File: src/rtl/ssw_pkg.sv
package ssw_pkg;
    // Release delay in microseconds and the clock rate
    localparam int unsigned RELEASE_DELAY_US = 180000;
    localparam int unsigned CLK_MHZ = 250;
    localparam int unsigned RELEASE_CYCLES = RELEASE_DELAY_US * CLK_MHZ;
    // Internal time base: one tick per microsecond
    localparam int unsigned TICK_CYCLES = CLK_MHZ;
    // Default watchdog timeout in ticks
    localparam int unsigned WDOG_TIMEOUT_TICKS = 1600000;
    localparam logic [1:0] SYNC_IDLE = 2'h3;

    typedef enum logic [1:0] {
        SSW_HOLD = 2'b00,
        SSW_DELAY = 2'b01,
        SSW_RUN = 2'b10
    } ssw_state_t;
endpackage

File: src/rtl/ssw_sync_if.sv
`timescale 1ns/1ps
interface ssw_sync_if;
    logic supply_ok;
    logic manual_reset_n;
    logic kick;
    logic kick_edge;
    modport src (output supply_ok, output manual_reset_n, output kick, output kick_edge);
    modport dst (input supply_ok, input manual_reset_n, input kick, input kick_edge);
endinterface

File: src/rtl/ssw_pin_sync.sv
`timescale 1ns/1ps
module ssw_pin_sync (
    input wire logic clk_in,
    input wire logic rst_b_in,
    input wire logic ce_in,
    input wire logic supply_ok_in,
    input wire logic manual_reset_n_in,
    input wire logic watchdog_kick_in,
    ssw_sync_if.src sync
);
    // Three stages per pin; a change counts once stages two and three agree
    logic [2:0] s0_reg, s1_reg, s2_reg;
    logic [2:0] s0_next, s1_next, s2_next;
    logic [2:0] stable_reg, stable_next;
    logic kick_edge_reg, kick_edge_next;

    always_comb begin
        s0_next = s0_reg;
        s1_next = s1_reg;
        s2_next = s2_reg;
        stable_next = stable_reg;
        kick_edge_next = 1'b0;
        if (ce_in) begin
            s0_next = {watchdog_kick_in, manual_reset_n_in, supply_ok_in};
            s1_next = s0_reg;
            s2_next = s1_reg;
            for (int i = 0; i < 3; i++) begin
                if (s1_reg[i] == s2_reg[i]) begin
                    stable_next[i] = s2_reg[i];
                end
            end
            // Both directions of the kick pin count
            kick_edge_next = stable_next[2] ^ stable_reg[2];
        end else begin
            kick_edge_next = kick_edge_reg;
        end
    end

    always_ff @(posedge clk_in or negedge rst_b_in) begin
        if (!rst_b_in) begin
            s0_reg <= 3'h0;
            s1_reg <= 3'h0;
            s2_reg <= 3'h0;
            stable_reg <= 3'h0;
            kick_edge_reg <= 1'b0;
        end else begin
            s0_reg <= s0_next;
            s1_reg <= s1_next;
            s2_reg <= s2_next;
            stable_reg <= stable_next;
            kick_edge_reg <= kick_edge_next;
        end
    end

    assign sync.supply_ok = stable_reg[0];
    assign sync.manual_reset_n = stable_reg[1];
    assign sync.kick = stable_reg[2];
    assign sync.kick_edge = kick_edge_reg;
endmodule

File: src/rtl/ssw_supervisor.sv
`timescale 1ns/1ps
// Notes on behaviour
// - Reset low while supply under falling threshold
// - Hold reset full delay after supply rises
// - Reset held while manual reset low
// - Manual release waits full delay, then deasserts
// - Active-high output mirrors active-low output timing
// - Constant watchdog level past timeout triggers reset
// - Watchdog timer clears on reset and edges
// - Release delay is fixed 180 ms
module ssw_supervisor #(
    parameter int unsigned RELEASE_CYCLES = ssw_pkg::RELEASE_CYCLES,
    parameter int unsigned TICK_CYCLES = ssw_pkg::TICK_CYCLES,
    parameter int unsigned WDOG_TIMEOUT_TICKS = ssw_pkg::WDOG_TIMEOUT_TICKS
) (
    input wire logic clk_in,
    input wire logic rst_b_in,
    input wire logic ce_in,
    input wire logic supply_ok_in,
    input wire logic manual_reset_n_in,
    input wire logic watchdog_kick_in,
    output logic reset_n_out,
    output logic reset_out
);
    ssw_sync_if sync ();

    ssw_pin_sync u_sync (
        .clk_in(clk_in),
        .rst_b_in(rst_b_in),
        .ce_in(ce_in),
        .supply_ok_in(supply_ok_in),
        .manual_reset_n_in(manual_reset_n_in),
        .watchdog_kick_in(watchdog_kick_in),
        .sync(sync.src)
    );

    ssw_pkg::ssw_state_t state_reg, state_next;
    logic [31:0] delay_reg, delay_next;
    logic [31:0] tick_reg, tick_next;
    logic [31:0] wdog_reg, wdog_next;
    logic rst_reg, rst_next;
    logic cause;
    logic tick;
    logic wdog_fire;

    // The supply comparator, with its hysteresis, sits outside; supply_ok_in is
    // high above the rising threshold and low under the falling one.
    assign cause = !sync.supply_ok || !sync.manual_reset_n;
    assign tick = (tick_reg == TICK_CYCLES - 1);
    // A floating kick pin must be held by the board, otherwise it fires here
    assign wdog_fire = (wdog_reg >= WDOG_TIMEOUT_TICKS);

    always_comb begin
        state_next = state_reg;
        delay_next = delay_reg;
        tick_next = tick_reg;
        wdog_next = wdog_reg;
        rst_next = rst_reg;
        if (ce_in) begin
            tick_next = tick ? 32'h0 : tick_reg + 32'h1;
            case (state_reg)
                ssw_pkg::SSW_HOLD: begin
                    rst_next = 1'b1;
                    wdog_next = 32'h0;
                    delay_next = 32'h0;
                    if (!cause) begin
                        state_next = ssw_pkg::SSW_DELAY;
                    end
                end
                ssw_pkg::SSW_DELAY: begin
                    rst_next = 1'b1;
                    wdog_next = 32'h0;
                    if (cause) begin
                        state_next = ssw_pkg::SSW_HOLD;
                        delay_next = 32'h0;
                    end else if (delay_reg >= RELEASE_CYCLES - 1) begin
                        state_next = ssw_pkg::SSW_RUN;
                        rst_next = 1'b0;
                        delay_next = 32'h0;
                    end else begin
                        delay_next = delay_reg + 32'h1;
                    end
                end
                ssw_pkg::SSW_RUN: begin
                    if (cause) begin
                        state_next = ssw_pkg::SSW_HOLD;
                        rst_next = 1'b1;
                        wdog_next = 32'h0;
                    end else if (wdog_fire) begin
                        // Reset pulse then the full delay; count restarts at zero
                        state_next = ssw_pkg::SSW_DELAY;
                        rst_next = 1'b1;
                        wdog_next = 32'h0;
                        delay_next = 32'h0;
                    end else if (sync.kick_edge) begin
                        wdog_next = 32'h0;
                    end else if (tick) begin
                        wdog_next = wdog_reg + 32'h1;
                    end
                end
                default: begin
                    state_next = ssw_pkg::SSW_HOLD;
                    rst_next = 1'b1;
                end
            endcase
        end
    end

    always_ff @(posedge clk_in or negedge rst_b_in) begin
        if (!rst_b_in) begin
            state_reg <= ssw_pkg::SSW_HOLD;
            delay_reg <= 32'h0;
            tick_reg <= 32'h0;
            wdog_reg <= 32'h0;
            rst_reg <= 1'b1;
        end else begin
            state_reg <= state_next;
            delay_reg <= delay_next;
            tick_reg <= tick_next;
            wdog_reg <= wdog_next;
            rst_reg <= rst_next;
        end
    end

    assign reset_n_out = !rst_reg;
    assign reset_out = rst_reg;
endmodule

File: config.mk
export PLATFORM = sky130hd
export DESIGN_NAME = ssw_supervisor
export DESIGN_NICKNAME = d
export VERILOG_FILES = /design/src/rtl/ssw_pkg.sv /design/src/rtl/ssw_sync_if.sv /design/src/rtl/ssw_pin_sync.sv /design/src/rtl/ssw_supervisor.sv
export SDC_FILE = /design/constraint.sdc
export NUM_CORES = 1
export LEC_CHECK = 0
export BUFFER_PORTS_ARGS = -buffer_cell sky130_fd_sc_hd__buf_2
export CAP_MARGIN = 25
export CORE_ASPECT_RATIO = 0.9
export CORE_MARGIN = 5
export CORE_UTILIZATION = 60
export DETAILED_ROUTE_END_ITERATION = 16
export PLACE_DENSITY_LB_ADDON = 0.2
export SETUP_SLACK_MARGIN = 0.5
export SYNTH_ARGS = -nofsm -noshare
export SYNTH_HDL_FRONTEND = slang
export SYNTH_SLANG_ARGS = --single-unit
File: constraint.sdc
create_clock -name clk_in -period 2.5 [get_ports clk_in]
set_clock_uncertainty 0.15 [all_clocks]
set_input_delay 0.125 -clock clk_in [delete_from_list [all_inputs] [get_ports clk_in]]
set_output_delay 0.125 -clock clk_in [all_outputs]
set_load 0.005 [all_outputs]
# Yosys cells after proc, flatten, opt, wreduce, memory -nomap -nowiden
# Cells that the tools add are included.
# W data, S select, Z words.
# classes
add_sub_neg	3
mul	0
div	0
magnitude_cmp	2
n_eq_ne	12
shift	0
n_mux	24
bitwise	1
reduce_logical	14
# op_table
operator	count
$mux W32	9
$add A32 B1 Y32 const B	3
$pmux W32 S3	1
$pmux W32 S2	1
$eq A32 B8 Y1 const B	1
$ge A32 B21 Y1 const B	1
$ge A32 B26 Y1 const B	1
$mux W2	5
$reduce_and A4 Y1	2
$mux W1	6
$ne A2 B2 Y1 const B	3
$ne A3 B3 Y1 const B	2
$pmux W2 S3	1
$reduce_and A2 Y1	3
$ne A5 B4 Y1 const B	1
$eq A1 B1 Y1	3
$logic_not A1 Y1	3
$reduce_and A3 Y1	1
$reduce_bool A3 Y1	1
$eq A2 B1 Y1 const B	1
$eq A2 B2 Y1 const B	1
$logic_not A2 Y1	1
$pmux W1 S2	1
$reduce_bool A2 Y1	1
3 further kinds	3
# totals
regBits	112
latchBits	0
mem_bits_rw	0
mem_bits_ro	0
in_bits	6
output_inout_bits	2
elab_cells	68
memories	0

# Logic depth before layout (Yosys ltp)
# logic_depth
depth_word	6
mapped_depth	10
mapped_depth_nobuf	8

# Cells and area by module
# Synthesis repeated with hierarchy kept, for this count alone.
# unflattened
cells_unflattened	602
hier_area_um2	5826.8
# modules_own_cells
module	instances	cells_per_inst	area_per_inst_um2	seq_area_each_um2
ssw_supervisor	1	561	5277.6	2478.6
ssw_pin_sync	1	41	549.3	325.3

# Least setup slack after synthesis
# Ideal clock, no wire load.
# synth_timing
kind	reg2reg
start	register state_reg[0]
end	register wdog_reg[7]
setup_time_ps	76
arrival_time_ps	2033
t_required_ps	2274
slack_ps	240
path_stages_with_launch	9
path_buffers	2
period_less_slack_ps	2260
cell_sequence	dfrtp_1 buf_6 nor4_2 nand4_1 or3_4 or2_1 buf_6 or4_1 o21ai_1
# synth_between
elab_chain_cells	4
elab_cells_between_ends	8
classes_between	eq/ne (3); mux (1); reduce/logical (4)
# synth_rtl
item	line_no	rtl
start: declaration	ssw_supervisor.sv:37	ssw_pkg::ssw_state_t state_reg, state_next;
start signal: assignment	ssw_supervisor.sv:111	state_reg <= ssw_pkg::SSW_HOLD;
start signal: assignment	ssw_supervisor.sv:117	state_reg <= state_next;
$eq A2 B1 Y1 / $logic_not A2 Y1 (equally long branches)	ssw_supervisor.sv:61	case (state_reg)
$reduce_or A2 Y1 (no source line)	n/a	
$reduce_bool A2 Y1 (no source line)	n/a	
$reduce_and A3 Y1 (no source line)	n/a	
end signal: assignment	ssw_supervisor.sv:120	wdog_reg <= wdog_next;
end: declaration	ssw_supervisor.sv:40	logic [31:0] wdog_reg, wdog_next;
# Several ways; a longest one is shown, not always the timed one.
# A chain may end at the register's enable or synchronous reset.

# Worst setup path in the final report
# layout_timing
start	register state_reg[1]
end	register delay_reg[4]
# layout_between
elab_chain_cells	3
elab_cells_between_ends	8
classes_between	eq/ne (4); mux (1); reduce/logical (3)
# layout_rtl
item	line_no	rtl
$eq A2 B2 Y1, or another cell as far along	ssw_supervisor.sv:61	
$ne A2 B2 Y1 (no source line) / $reduce_bool A3 Y1 (equally long branches)	n/a	
$reduce_and A4 Y1 (no source line)	n/a	
end signal: assignment	ssw_supervisor.sv:118	delay_reg <= delay_next;
end: declaration	ssw_supervisor.sv:38	logic [31:0] delay_reg, delay_next;
# Several ways; a longest one is shown, not always the timed one.

==> results.toml <==
[run_status]
outcome = "finished with violations"
violations = "setup timing"

[cts]
cts_tree = "yes"
cts_root_buf = "clkbuf_8"
cts.sinks = 112
htree_levels = 3
cts_buffers = 9
clock_path_buffers = 2
clkLatencyLatePin_ns = 0.38
clkTransAtPathRegs_ns = 0.11

[synth]
async_flop_share = 1.000
synth_edf_count = 0
synth_flop_cell = "dfrtp_1"
syn_area_per_cell_um2 = 9.695
synth_fp_nets = 616
syn_area_um2 = 5866
synth-simple-area-share = 0.2600
synth_top_family_by_area = "simple AND/OR/NAND/NOR gates"
synth-seq-area-share = 0.4780
yosysUniqueCellTypes = 63
synth_seq_cells = 112
muxShareOfSynthArea = 0.02240
synth-adder-area-share = 0.01067
yosysWarningCount = 0
synth-xor-area-share = 0.04032
netlist_instances = 605
synth_compound_area_frac = 0.1630

[final_layout]
stdcell_area_um2 = 8341
area_delta_synth_final_pct = 42.19
antenna_cells = 0
fin_util = 0.8675
final_layout_size_suffix_gt1_frac = 0.4054
nets = 746

[timing]
worst_pin_slew_ns = 0.7533
finalSetupTns_ns = -0.2272
fin_ws_ns = -0.1338
drv_slew = 0
fmax_ghz = 0.3797
setup_viol = 9
relSlewSlack = 0.4978
period_needed_ns = 2.634
fin_crit_sh = 1.054
hold_viol_final = 0
rsz0062_at_grt = "yes"

[critical_path]
regToRegSetupSlack_ns = -0.13
cp.arrival_ns = 2.76
critPathLaunchType = "register"
setup.worst_path.end_class = "register"
timing.rr.start = "state_reg[1]"
rr_endpoint = "delay_reg[4]"
worstSetupPathType = "reg2reg"
reg2regPathDepth = 7
cp.required_ns = 2.63
crit_fanout = 7

[floorplanning]
core_area_um2 = 9614
die_w_um = 114.2
rows = 34
die_h_um = 103.8
dieArea_um2 = 11860
io_pins = 8
initial_core_util = 0.6101

[pwr]
p_leak_nw = 3.618
ir_worst_vdd_v = 0.0004697
seq_power_share = 0.552
switching_power_mw = 1.072
intPower_mw = 2.576
switching_share = 0.2939
pwr_density_cell_nw_per_um2 = 437.4
p_clk_frac = 0.316
combPwrFrac = 0.132

[place]
dpl-instance-area_um2 = 6231
port_buffers = 7
place_worst_setup_slack_ns = 0.1168
place_congestion = 0.9819
hpwl_mm = 9.202

[global_routing]
antenna_found_initial = 0
grt-ovfl-total = 0
grt_max_degree = 56
grt_pass1_wl_mm = 29.13
grt_pass1_vias = 5845
grt_usage = 0.3040

[drt]
via_per_inst = 7.301
route.vias.total = 6323
finalWirelength_mm = 22.97
ant_nets = 0
firstDrtPassIters = 6
route.detailed.drc = 0
wl_per_cell_um = 26.52
first_iter_violations = 834

[hold_path]
hold_path_class = "in2async"

[flow_run]
cap_violations = 0
==> area by class of cell <==
| cell class | count | area (µm²) |
|---|---|---|
| fill | 404 | 1274 |
| multi-input combinational | 464 | 3772 |
| tap | 126 | 157.7 |
| inverter | 11 | 41.29 |
| clock buffer | 10 | 127.6 |
| timing repair buffer | 137 | 1346 |
| sequential | 112 | 2821 |
| clock inverter | 6 | 73.82 |
==> cells in the mapped netlist, types with 7 or more instances <==
library cell	count	area, µm²
o31ai_1	10	75.07
and2_1	7	43.79
nor2b_1	9	56.30
and4_1	9	78.83
xor2_1	7	61.31
or3_1	8	50.05
nand2b_1	9	56.30
a22o_1	20	175.2
o21ai_0	29	145.1
nor4_1	12	75.07
dfrtp_1	111	2778
nand4_1	25	156.4
and3_1	26	162.7
clkbuf_1	13	48.80
inv_1	11	41.29
nor3_1	15	75.07
mux2_2	9	101.4
a21o_1	20	150.1
xnor2_1	20	175.2
nand2_1	50	187.7
a21oi_1	25	125.1
nor2_1	51	191.4
nand3_1	33	165.2
==> worst max path at each step <==
stage	from	end
after floorplan	wdog_reg[23]	wdog_reg[7]
after global placement	wdog_reg[23]	wdog_reg[24]
after detailed placement	state_reg[1]	wdog_reg[24]
after CTS	tick_reg[1]	wdog_reg[10]
after global routing	state_reg[1]	delay_reg[4]
final	state_reg[1]	delay_reg[4]
==> stage by stage <==
step | total power, mW | instances | hold WS (ns)
final | 3.648 | 866 | 0.1810
after global routing | 3.770 | 866 | 0.2320
after CTS | 3.480 | 830 | 0.2162
after detailed placement | 2.298 | 739 | 0.07463
after global placement | 2.270 | 739 | 0.06555
after floorplan | 2.188 | 605 | -0.3206
==> per-layer routing <==
layer	vias to the layer above	wire length, µm	track usage
met5	-	0	0
met4	0	2004	0.1535
met3	200	2458	0.07464
met2	590	10590	0.4724
met1	3027	7919	0.3942
li1	2506	-	-
==> power by group through the flow <==
stage	sequential (mW)	clock [mW]	combinational (mW)
2_1_floorplan	1.99	0	0.201
3_3_place_gp	2.01	0	0.261
3_5_place_dp	2.01	0	0.283
4_1_cts	1.98	1.14	0.363
5_1_grt	2.02	1.24	0.516
6_report	2.01	1.15	0.483
==> logic make-up (layout without fill, tap and decap cells) <==
kind of cell               Yosys count  count (layout)
xor gates and xnor gates            27              27
muxes                               12              12
buffers and inverters               33             164
DFF                                112             112
AOI/OAI and AO/OA                  139             142
and+or+nand+nor                    277             278
adders and majority gates            5               5
==> what timing repair did <==
action,in CTS,in global routing
hold buffers,5,0
buffers inserted,61,36
gates cloned,9,0
setup endpoints to repair,82,94
resized for setup,96,122
pin swaps,78,53
endpoints found under the hold margin,59,0
==> worst max-delay path, stage by stage, from the launching register on <==
cell and delay (ns):
dfrtp_2 0.44, buf_4 0.16, nand4b_1 0.60, nor3_4 0.51, buf_12 0.17, buf_8 0.11, nand2_8 0.09, o31ai_4 0.30
==> layout by cell type, fill, tap and decap left out, drive strengths merged, types with 4 or more instances in the layout <==
| cell type | netlist | routed |
|---|---|---|
| xnor2 | 20 | 20 |
| and2 | 7 | 7 |
| nand4 | 25 | 25 |
| and4 | 9 | 9 |
| nor4 | 14 | 14 |
| and3 | 26 | 26 |
| o31ai | 10 | 10 |
| or3 | 9 | 9 |
| a21o | 20 | 20 |
| ha | 5 | 5 |
| buf | 9 | 132 |
| inv | 11 | 15 |
| nor3 | 17 | 17 |
| nand2b | 9 | 9 |
| a21oi | 26 | 26 |
| nor4b | 4 | 4 |
| a22o | 20 | 20 |
| xor2 | 7 | 7 |
| nor2 | 52 | 52 |
| dfrtp | 111 | 111 |
| o21ai | 31 | 33 |
| nand2 | 50 | 50 |
| dlygate4sd3 | 0 | 5 |
| mux2 | 9 | 9 |
| nand3 | 33 | 34 |
| o22a | 4 | 4 |
| clkbuf | 13 | 10 |
| nor2b | 9 | 9 |
Power figures use the tool's default switching activity.
